==> config.mk <==
export PLATFORM = sky130hd
export DESIGN_NAME = interrupt_vector_dma_request_map
export DESIGN_NICKNAME = d
export VERILOG_FILES = /design/src/rtl/irq_pkg.sv /design/src/rtl/vec_bus.sv /design/src/rtl/interrupt_vector_dma_request_map.sv /design/src/rtl/vec_fetch.sv
export VERILOG_INCLUDE_DIRS = /design/src /design/src/rtl
export SDC_FILE = /design/constraint.sdc
export NUM_CORES = 1
export LEC_CHECK = 0
export BUFFER_PORTS_ARGS = -buffer_cell sky130_fd_sc_hd__clkbuf_2
export CORE_ASPECT_RATIO = 1.4
export CORE_MARGIN = 2
export CORE_UTILIZATION = 40
export CTS_CLUSTER_SIZE = 24
export DETAILED_ROUTE_END_ITERATION = 12
export GPL_TIMING_DRIVEN = 0
export HOLD_SLACK_MARGIN = 0.05
export PLACE_DENSITY_LB_ADDON = 0.15
export REMOVE_ABC_BUFFERS = 1
export SLEW_MARGIN = 20
export SYNTH_ARGS = -nofsm -noshare
export SYNTH_HDL_FRONTEND = slang
export SYNTH_SLANG_ARGS = --single-unit
==> constraint.sdc <==
create_clock -name clk -period 2.9 [get_ports clk]
set_input_delay 0.58 -clock clk [delete_from_list [all_inputs] [get_ports clk]]
set_output_delay 0.58 -clock clk [all_outputs]
set_load 0.01 [all_outputs]
==> src/rtl/irq_map.svh <==
// Vector, offset and resource-number constants for the interrupt map
`ifndef IRQ_MAP_SVH
`define IRQ_MAP_SVH
`define VEC_W 8
`define OFS_W 10
`define RES_W 6
`define OFS_TOP 10'h3fc
`define VEC_SER3_TX 8'h1b
`define OFS_SER3_TX 10'h390
`define RES_SER3_TX 6'h0b
`define VEC_SER4_RX 8'h1c
`define OFS_SER4_RX 10'h38c
`define RES_SER4_RX 6'h0c
`define VEC_CAN1_RAM 8'h23
`define OFS_CAN1_RAM 10'h370
`define VEC_FRT0_SER7 8'h27
`define OFS_FRT0_SER7 10'h360
`define RES_FRT0_SER7 6'h17
`define VEC_PULSE_FRT1 8'h28
`define OFS_PULSE_FRT1 10'h35c
`define RES_PULSE_FRT1 6'h18
`define VEC_COMPARE 8'h3a
`define OFS_COMPARE 10'h314
`define RES_COMPARE 6'h2a
`define VEC_SOFT_LO 8'h42
`define VEC_SOFT_HI 8'hff
`define NUM_SRC 6
`endif

==> src/rtl/irq_pkg.sv <==
// Types shared by the interrupt map modules
package irq_pkg;
  typedef enum logic [2:0] {
    SRC_SER3_TX,
    SRC_SER4_RX,
    SRC_CAN1_RAM,
    SRC_FRT0_SER7,
    SRC_PULSE_FRT1,
    SRC_COMPARE
  } src_t;
  typedef enum {ST_IDLE, ST_HOLD} arb_state_t;
endpackage

==> src/rtl/vec_bus.sv <==
// Interface carrying a chosen vector between map and fetch logic
`timescale 1ns/1ps
`include "irq_map.svh"
interface vec_bus;
  logic valid;
  logic [`VEC_W-1:0] vector;
  logic [`OFS_W-1:0] offset;
  modport src (output valid, output vector, output offset);
  modport dst (input valid, input vector, input offset);
endinterface

==> src/rtl/interrupt_vector_dma_request_map.sv <==
// Maps peripheral events to vectors, fetch addresses and DMA requests
//
// Behaviour
// - Serial ch3 transmit done uses vector 27, offset 0x390, resource 11.
// - Serial ch4 receive and status share vector 28, offset 0x38c, resource 12.
// - CAN1 and RAM diagnosis events share vector 35, offset 0x370, no DMA.
// - Timer 0 and serial ch7 transmit share vector 39, 0x360, resource 23.
// - Pulse channels group and timer 1 share vector 40, 0x35c, resource 24.
// - Compare units 6,7,10,11 use vector 58, offset 0x314, resource 42.
// - Vectors 66 to 255 are software traps without hardware source.
// - No DMA request from a source without resource number.
// - Serial status events never request DMA.
// - Reload timer channels 4 to 7 never request DMA.
// - Pulse channels 24 to 47 never request DMA.
// - 32-bit timer channels 3 to 5 never request DMA.
// - Clock calibration interrupt never requests DMA.
// - Low-voltage detection interrupt never requests DMA.
`timescale 1ns/1ps
`include "irq_map.svh"
module interrupt_vector_dma_request_map
(
  input wire logic clk,
  input wire logic rst_b,
  input wire logic [31:0] vector_table_base,
  input wire logic ser3_tx_done,
  input wire logic ser4_rx_done,
  input wire logic ser4_status,
  input wire logic ser7_tx_done,
  input wire logic can1_irq,
  input wire logic [5:0] ram_diag_events,
  input wire logic frt0_event,
  input wire logic frt1_event,
  input wire logic [9:0] pulse_low_events,
  input wire logic [3:0] compare_events,
  input wire logic reload_hi_event,
  input wire logic pulse_hi_event,
  input wire logic frt32_hi_event,
  input wire logic clock_cal_event,
  input wire logic low_volt_event,
  input wire logic trap_valid,
  input wire logic [7:0] trap_vector,
  input wire logic irq_ack,
  output logic irq_valid,
  output logic [7:0] irq_vector,
  output logic [9:0] irq_offset,
  output logic fetch_valid,
  output logic [31:0] fetch_addr,
  output logic [5:0] dma_request,
  output logic dma_resource_number_valid,
  output logic [5:0] dma_resource_number
);
  // ==========================================================
  // Source table
  logic [`NUM_SRC-1:0] irq_src;
  logic [`NUM_SRC-1:0] dma_src;

  always_comb
  begin
    irq_src[irq_pkg::SRC_SER3_TX] = ser3_tx_done;
    irq_src[irq_pkg::SRC_SER4_RX] = ser4_rx_done | ser4_status;
    irq_src[irq_pkg::SRC_CAN1_RAM] = can1_irq | (|ram_diag_events);
    irq_src[irq_pkg::SRC_FRT0_SER7] = frt0_event | ser7_tx_done;
    irq_src[irq_pkg::SRC_PULSE_FRT1] = (|pulse_low_events) | frt1_event;
    irq_src[irq_pkg::SRC_COMPARE] = |compare_events;
    // Status never counts as a transfer trigger
    dma_src[irq_pkg::SRC_SER3_TX] = ser3_tx_done;
    dma_src[irq_pkg::SRC_SER4_RX] = ser4_rx_done;
    dma_src[irq_pkg::SRC_CAN1_RAM] = 1'b0;
    dma_src[irq_pkg::SRC_FRT0_SER7] = frt0_event | ser7_tx_done;
    dma_src[irq_pkg::SRC_PULSE_FRT1] = (|pulse_low_events) | frt1_event;
    dma_src[irq_pkg::SRC_COMPARE] = |compare_events;
  end

  // Reload 4-7, pulse 24-47, wide timers 3-5, calibration and low
  // voltage only reach vectors outside this map; they have no DMA path.
  logic no_dma_sources;
  assign no_dma_sources = reload_hi_event | pulse_hi_event | frt32_hi_event
    | clock_cal_event | low_volt_event;

  function automatic logic [7:0] src_vector(input logic [2:0] s);
    case (s)
      3'h0: src_vector = `VEC_SER3_TX;
      3'h1: src_vector = `VEC_SER4_RX;
      3'h2: src_vector = `VEC_CAN1_RAM;
      3'h3: src_vector = `VEC_FRT0_SER7;
      3'h4: src_vector = `VEC_PULSE_FRT1;
      default: src_vector = `VEC_COMPARE;
    endcase
  endfunction

  function automatic logic [5:0] src_res(input logic [2:0] s);
    case (s)
      3'h0: src_res = `RES_SER3_TX;
      3'h1: src_res = `RES_SER4_RX;
      3'h3: src_res = `RES_FRT0_SER7;
      3'h4: src_res = `RES_PULSE_FRT1;
      3'h5: src_res = `RES_COMPARE;
      default: src_res = 6'h00;
    endcase
  endfunction

  function automatic logic src_has_res(input logic [2:0] s);
    src_has_res = (s != 3'h2) && (s < 3'h6);
  endfunction

  function automatic logic [9:0] vec_offset(input logic [7:0] v);
    vec_offset = `OFS_TOP - {v, 2'b00};
  endfunction

  // ==========================================================
  // Vector arbitration, lowest vector first
  logic [2:0] win;
  logic any_hw;
  always_comb
  begin
    win = 3'h0;
    any_hw = 1'b0;
    for (int i = `NUM_SRC - 1; i >= 0; i--)
    begin
      if (irq_src[i])
      begin
        win = 3'(i);
        any_hw = 1'b1;
      end
    end
  end

  logic trap_ok;
  assign trap_ok = trap_valid && (trap_vector >= `VEC_SOFT_LO);

  irq_pkg::arb_state_t state_reg;
  irq_pkg::arb_state_t state_next;
  logic [7:0] vec_reg;
  logic [7:0] vec_next;
  logic [9:0] ofs_reg;
  logic [9:0] ofs_next;

  always_comb
  begin
    state_next = state_reg;
    vec_next = vec_reg;
    ofs_next = ofs_reg;
    case (state_reg)
      irq_pkg::ST_IDLE:
      begin
        // Hardware events win; a trap is taken only in a cycle with no hardware event, and is not held
        if (any_hw)
        begin
          vec_next = src_vector(win);
          ofs_next = vec_offset(src_vector(win));
          state_next = irq_pkg::ST_HOLD;
        end
        else if (trap_ok)
        begin
          vec_next = trap_vector;
          ofs_next = vec_offset(trap_vector);
          state_next = irq_pkg::ST_HOLD;
        end
      end
      irq_pkg::ST_HOLD:
      begin
        if (irq_ack)
        begin
          state_next = irq_pkg::ST_IDLE;
        end
      end
      default: state_next = irq_pkg::ST_IDLE;
    endcase
  end

  always_ff @(posedge clk)
  begin
    if (!rst_b)
    begin
      state_reg <= irq_pkg::ST_IDLE;
      vec_reg <= 8'h00;
      ofs_reg <= 10'h000;
    end
    else
    begin
      state_reg <= state_next;
      vec_reg <= vec_next;
      ofs_reg <= ofs_next;
    end
  end

  assign irq_valid = (state_reg == irq_pkg::ST_HOLD);
  assign irq_vector = vec_reg;
  assign irq_offset = ofs_reg;

  vec_bus vb ();
  assign vb.valid = (state_reg == irq_pkg::ST_HOLD) && irq_ack;
  assign vb.vector = vec_reg;
  assign vb.offset = ofs_reg;

  vec_fetch u_fetch
  (
    .clk(clk),
    .rst_b(rst_b),
    .vector_table_base(vector_table_base),
    .vb(vb),
    .fetch_valid(fetch_valid),
    .fetch_addr(fetch_addr)
  );

  // ==========================================================
  // DMA requests, one cycle per event
  logic [5:0] dreq_reg;
  logic [5:0] dreq_next;
  logic rv_reg;
  logic rv_next;
  logic [5:0] rn_reg;
  logic [5:0] rn_next;

  always_comb
  begin
    dreq_next = 6'h00;
    rv_next = 1'b0;
    rn_next = rn_reg;
    for (int i = 0; i < `NUM_SRC; i++)
    begin
      if (dma_src[i] && src_has_res(3'(i)))
      begin
        dreq_next[i] = 1'b1;
      end
    end
    for (int i = `NUM_SRC - 1; i >= 0; i--)
    begin
      if (dreq_next[i])
      begin
        rv_next = 1'b1;
        rn_next = src_res(3'(i));
      end
    end
  end

  always_ff @(posedge clk)
  begin
    if (!rst_b)
    begin
      dreq_reg <= 6'h00;
      rv_reg <= 1'b0;
      rn_reg <= 6'h00;
    end
    else
    begin
      dreq_reg <= dreq_next;
      rv_reg <= rv_next;
      rn_reg <= rn_next;
    end
  end

  // Unused here, but kept visible to show those events are excluded
  logic unused_ok;
  assign unused_ok = no_dma_sources;

  assign dma_request = dreq_reg;
  assign dma_resource_number_valid = rv_reg;
  assign dma_resource_number = rn_reg;
endmodule

==> src/rtl/vec_fetch.sv <==
// Registered vector fetch address generator
`timescale 1ns/1ps
`include "irq_map.svh"
module vec_fetch
(
  input wire logic clk,
  input wire logic rst_b,
  input wire logic [31:0] vector_table_base,
  vec_bus.dst vb,
  output logic fetch_valid,
  output logic [31:0] fetch_addr
);
  logic valid_reg;
  logic valid_next;
  logic [31:0] addr_reg;
  logic [31:0] addr_next;

  always_comb
  begin
    valid_next = vb.valid;
    addr_next = addr_reg;
    if (vb.valid)
    begin
      addr_next = vector_table_base + {22'h0, vb.offset};
    end
  end

  always_ff @(posedge clk)
  begin
    if (!rst_b)
    begin
      valid_reg <= 1'b0;
      addr_reg <= 32'h00000000;
    end
    else
    begin
      valid_reg <= valid_next;
      addr_reg <= addr_next;
    end
  end

  assign fetch_valid = valid_reg;
  assign fetch_addr = addr_reg;
endmodule

# Word-level counts from Yosys, hierarchy flattened
# Index checks and enable logic that the tools add are counted.
[word_totals]
word_cells = 82
input_bits = 76
regBits = 96
output_inout_bits = 65
[op_classes]
order_cmp = 1
n_bitwise = 5
mux = 37
add_sub_neg = 3
n_reduce_logical = 16
n_eq_ne = 8
[ops]
columns = ["cell", "count"]
rows = [
  ["2-to-1 mux 32 bit", 3],
  ["case mux 32 bit (2 select lines)", 1],
  ["adder 32 x 10 -> 32 bit", 1],
  ["== test 32 x 1 -> 1 bit (second input constant)", 1],
  ["== test 32 x 2 -> 1 bit (second input constant)", 1],
  ["zero test 32 bit", 1],
  ["2-to-1 mux 8 bit", 4],
  ["case mux 6 bit (5 select lines)", 1],
  ["2-to-1 mux 10 bit", 2],
  ["subtractor 10 bit (first input constant)", 2],
  ["2-to-1 mux 3 bit", 6],
  ["2-to-1 mux 1 bit", 15],
  ["2-to-1 mux 5 bit", 3],
  ["OR reduction 10 bit", 1],
  [">= comparator 8 x 7 -> 1 bit (second input constant)", 1],
  ["2-to-1 mux 4 bit", 2],
  ["== test 3 x 2 -> 1 bit (second input constant)", 2],
  ["OR reduction 6 bit", 1],
  ["nonzero test 5 bit", 1],
  ["OR reduction 5 bit", 1],
  ["bitwise OR 1 bit", 4],
  ["AND reduction 2 bit", 2],
  ["nonzero test 4 bit", 1],
  ["OR reduction 4 bit", 1],
  ["11 further kinds", 12],
]

# Logic depth before layout (Yosys ltp)
[depth]
ltp_word = 13
mapped_depth = 9
depth_no_buf = 8

# Cells and area by module
# From an unflattened synthesis, not the netlist that was laid out.
[unflattened]
hier_cells = 424
hier_area_um2 = 3583.4
[modules_own_cells]
columns = ["module", "cells_each", "seq_area_each_um2", "area_each_um2", "instances"]
rows = [
  ["vec_fetch", 281, 660.6, 2324.7, 1],
  ["interrupt_vector_dma_request_map", 143, 580.6, 1258.7, 1],
]

# Least setup slack after synthesis
# No wires, ideal clock.
[synth_timing]
kind = "input port to flip-flop"
from = "in vector_table_base[2]"
to = "reg u_fetch.addr_reg[12], in the netlist u_fetch.fetch_addr[12]"
arrival_time_ns = 2.249
slack_ns = 0.572
setup_ns = 0.079
path_stages = 9
cell_sequence = "ha_1 -> inv_1 -> fa_1 -> nor2b_1 -> o31ai_1 -> a21oi_1 -> clkbuf_1 -> o2111ai_1 -> o211ai_1"
[synth_between]
elab_chain_cells = 1
[synth_lines]
columns = ["element", "line_no", "text"]
rows = [
  ["from (decl)", "interrupt_vector_dma_request_map.sv:24", "input wire logic [31:0] vector_table_base,"],
  ["adder 32 x 10 -> 32 bit", "vec_fetch.sv:24", "addr_next = vector_table_base + {22'h0, vb.offset};"],
  ["to (signal assigned)", "vec_fetch.sv:38", "addr_reg <= addr_next;"],
  ["to (decl)", "vec_fetch.sv:15", "logic [31:0] addr_reg;"],
]
# Every way passes these cells.
# A chain may end at the register's enable or synchronous reset.

# Worst setup path in the final report
[layout_timing]
from = "reg ofs_reg[2], in the netlist irq_offset[2]"
to = "reg u_fetch.addr_reg[30], in the netlist u_fetch.fetch_addr[30]"
[layout_between]
elab_chain_cells = 1
[layout_lines]
columns = ["element", "line_no", "text"]
rows = [
  ["from (decl)", "interrupt_vector_dma_request_map.sv:135", "logic [9:0] ofs_reg;"],
  ["from (signal assigned)", "interrupt_vector_dma_request_map.sv:183", "ofs_reg <= ofs_next;"],
  ["adder 32 x 10 -> 32 bit", "vec_fetch.sv:24", ""],
]
# Every way passes these cells.

==> flow_metrics.py <==
metrics = {
    "status": {
        "status": "completed",
    },
    "yosys": {
        "ys_seq_area_share_pct": 36.4,
        "syn_inst": 399,
        "synth-seq-cells": 62,
        "async_flop_share_pct": 0,
        "synth_edf_count": 0,
        "syn_area_per_cell_sq_um": 8.55,
        "yosysWarnings": 0,
        "yosys.area.top_type": "dfxtp_1",
        "synth.top_cells.by_area": "dfxtp_1 36%, nand2_1 4.5%, o211ai_1 4.2%, o21ai_0 3.2%, ha_1 2.9%",
        "syn_area_sq_mm": 0.00341,
        "synth_top_area_share_pct": 36.4,
        "synth_common_cells": "62 x dfxtp_1, 41 x nand2_1, 23 x nor2_1",
        "synth.most_common_cell": "dfxtp_1",
        "ys_types": 63,
        "ys.flop_type": "dfxtp_1",
    },
    "critical_path": {
        "crit_fanout": 16,
        "end_kind": "flip-flop",
        "path_class": "reg -> reg",
        "crit_path_start_kind": "flip-flop",
        "worstPathArrival_ns": 2.71,
        "crit_required_ns": 3.10,
    },
    "global_route": {
        "grtUsageTotal_pct": 21.6,
        "grt_pass1_wl_mm": 15.8,
        "grt_pass1_vias": 3448,
        "grt_max_degree": 41,
        "overflow": 0,
        "antenna_found_initial": 0,
    },
    "timing": {
        "rsz0062_at_grt": "false",
        "slew_viol_final": 0,
        "finalSetupTns_ns": 0,
        "finalHoldViolations": 0,
        "setup_viol": 0,
        "fmax_ghz": 0.398,
        "tightest_slew_ns": 0.852,
        "timing.slew.headroom_pct": 43.2,
        "finalCritPeriodShare_pct": 86.6,
        "final.setup_skew_ns": 0.00451,
        "period_needed_ns": 2.51,
    },
    "floorplanning": {
        "pin_count": 141,
        "die_x_um": 82.0,
        "die_h_um": 113,
        "core-area_sq_mm": 0.00820,
        "start_util_pct": 41.6,
        "rows": 39,
        "fp.dieArea_sq_mm": 0.00929,
    },
    "layout": {
        "post-route-util_pct": 54.2,
        "largest_reg_flops": 32,
        "diodes": 0,
        "area_delta_synth_final_pct": 30.4,
        "design_area_sq_mm": 0.00445,
        "drive_above_1_share_pct": 30.9,
        "n_fill_cell": 819,
        "finalNetCount": 605,
    },
    "routing": {
        "met3_length_um": 741,
        "wl_per_cell_um": 15.7,
        "wl_met1_mm": 3.84,
        "wl_mm": 9.82,
        "drtPass1Iterations": 4,
        "vias": 3632,
        "via_per_inst": 5.79,
        "postRouteAntennaNets": 0,
        "drt_iter0_drc": 144,
        "drcViolationCount": 0,
        "maxUsedRoutingLayer": "met4",
        "wl_met2_mm": 5.17,
    },
    "clock_network": {
        "clk_latency_ns": 0.33,
        "cts-root-buf": "clkbuf_16",
        "cts-hold-fix-buffers": 0,
        "clk_path_buf_depth": 2,
        "cts_sinks": 62,
        "cts_tree": "built",
        "cts_inserted_buffers": 9,
        "htree_levels": 3,
        "clk_pin_slew_worst_paths_ns": 0.05,
    },
    "min_path": {
        "hp-class": "reg -> reg",
    },
    "placement": {
        "placed_cell_area_sq_mm": 0.00411,
        "portBuffers": 132,
        "routabilityCongestion": 0.853,
        "hpwlAfterDp_mm": 7.28,
    },
    "power": {
        "peakVddDrop_mv": 0.443,
        "p_per_area_mw_per_mm2": 559,
        "leakage_nw": 1.97,
    },
    "job": {
        "cap_violations": 0,
    },
}
-- layout make-up --
class / instances / area [sq um] / area share, %
well taps: 102 / 128 / 2.87
clock inverters: 4 / 70.1 / 1.58
multi-input cells: 302 / 2020 / 45.5
flip-flops and latches: 62 / 1240 / 27.9
clock buffers: 12 / 246 / 5.54
inverters: 12 / 47.5 / 1.07
repair buffers: 133 / 688 / 15.5
-- logic make-up after synthesis --
| logic type | after synthesis | share of synthesized area, % |
|---|---|---|
| simple gates | 149 | 24.4 |
| mux | 3 | 0.881 |
| flops | 62 | 36.4 |
| compound gates | 137 | 29.1 |
| xor+xnor | 1 | 0.257 |
| fa+ha+maj | 9 | 3.52 |
| other cells | 1 | 0.110 |
| buf+inv | 37 | 5.25 |
-- per-stage QoR --
| step | hold WS, ns | setup slack, ns | instances | total power [mW] |
|---|---|---|---|---|
| 2_1_floorplan | 0.473 | 0.327 | 376 | 1.16 |
| 3_5_place_dp | 0.443 | -0.366 | 611 | 1.35 |
| 3_3_place_gp | 0.439 | -1.40 | 610 | 1.34 |
| 6_report | 0.447 | 0.389 | 627 | 2.49 |
| 4_1_cts | 0.451 | 0.131 | 627 | 2.51 |
| 5_1_grt | 0.458 | 0.172 | 627 | 2.60 |
-- layout by cell type (no fill, tap or decap), types with 9 or more instances in the layout --
master,instances
clkbuf_2,132
dfxtp_1,62
nand2_1,41
nor2_1,23
o21ai_0,22
o211ai_1,19
a21oi_1,16
nand4_1,16
nand3_1,15
nor3_1,13
inv_1,10
o21a_1,10
a32oi_1,10
clkbuf_16,9
-- where the power goes --
part	switching (mW)	internal (mW)
logic	0.233	0.161
registers	0.0343	0.910
clock network	0.376	0.773
total	0.643	1.84
-- path summary, 6_finish.rpt --
| path | start | endpoint | slack (ns) | depth (start not counted) |
|---|---|---|---|---|
| setup / recovery | irq_offset[2] | u_fetch.fetch_addr[30] | 0.39 | 8 |
| hold / removal | irq_vector[7] | irq_vector[7] | 0.45 | 2 |
| setup reg to reg | irq_offset[2] | u_fetch.fetch_addr[30] | 0.39 | 8 |
| hold reg to reg | irq_vector[7] | irq_vector[7] | 0.45 | 2 |
-- routing by layer --
layer | up-vias | GRT usage (%)
met5 | - | 0
met2 | 141 | 39.7
li1 | 1786 | -
met4 | 0 | 5.67
met1 | 1699 | 23.1
met3 | 6 | 6.94
-- critical path, cell delays in order, from the launching register on --
cell      delay [ns]
dfxtp_1         0.36
ha_1            0.21
inv_1           0.06
fa_1            0.41
nor2b_1         0.17
o31ai_1         0.17
a21oi_4         0.47
o21a_1          0.39
o211ai_1        0.15
-- repair_timing --
action / CTS / global route
setup buffers: 0 / 0
resized for setup: 1 / 1
endpoints found under the setup margin: 3 / 7
Power figures use the tool's default switching activity.
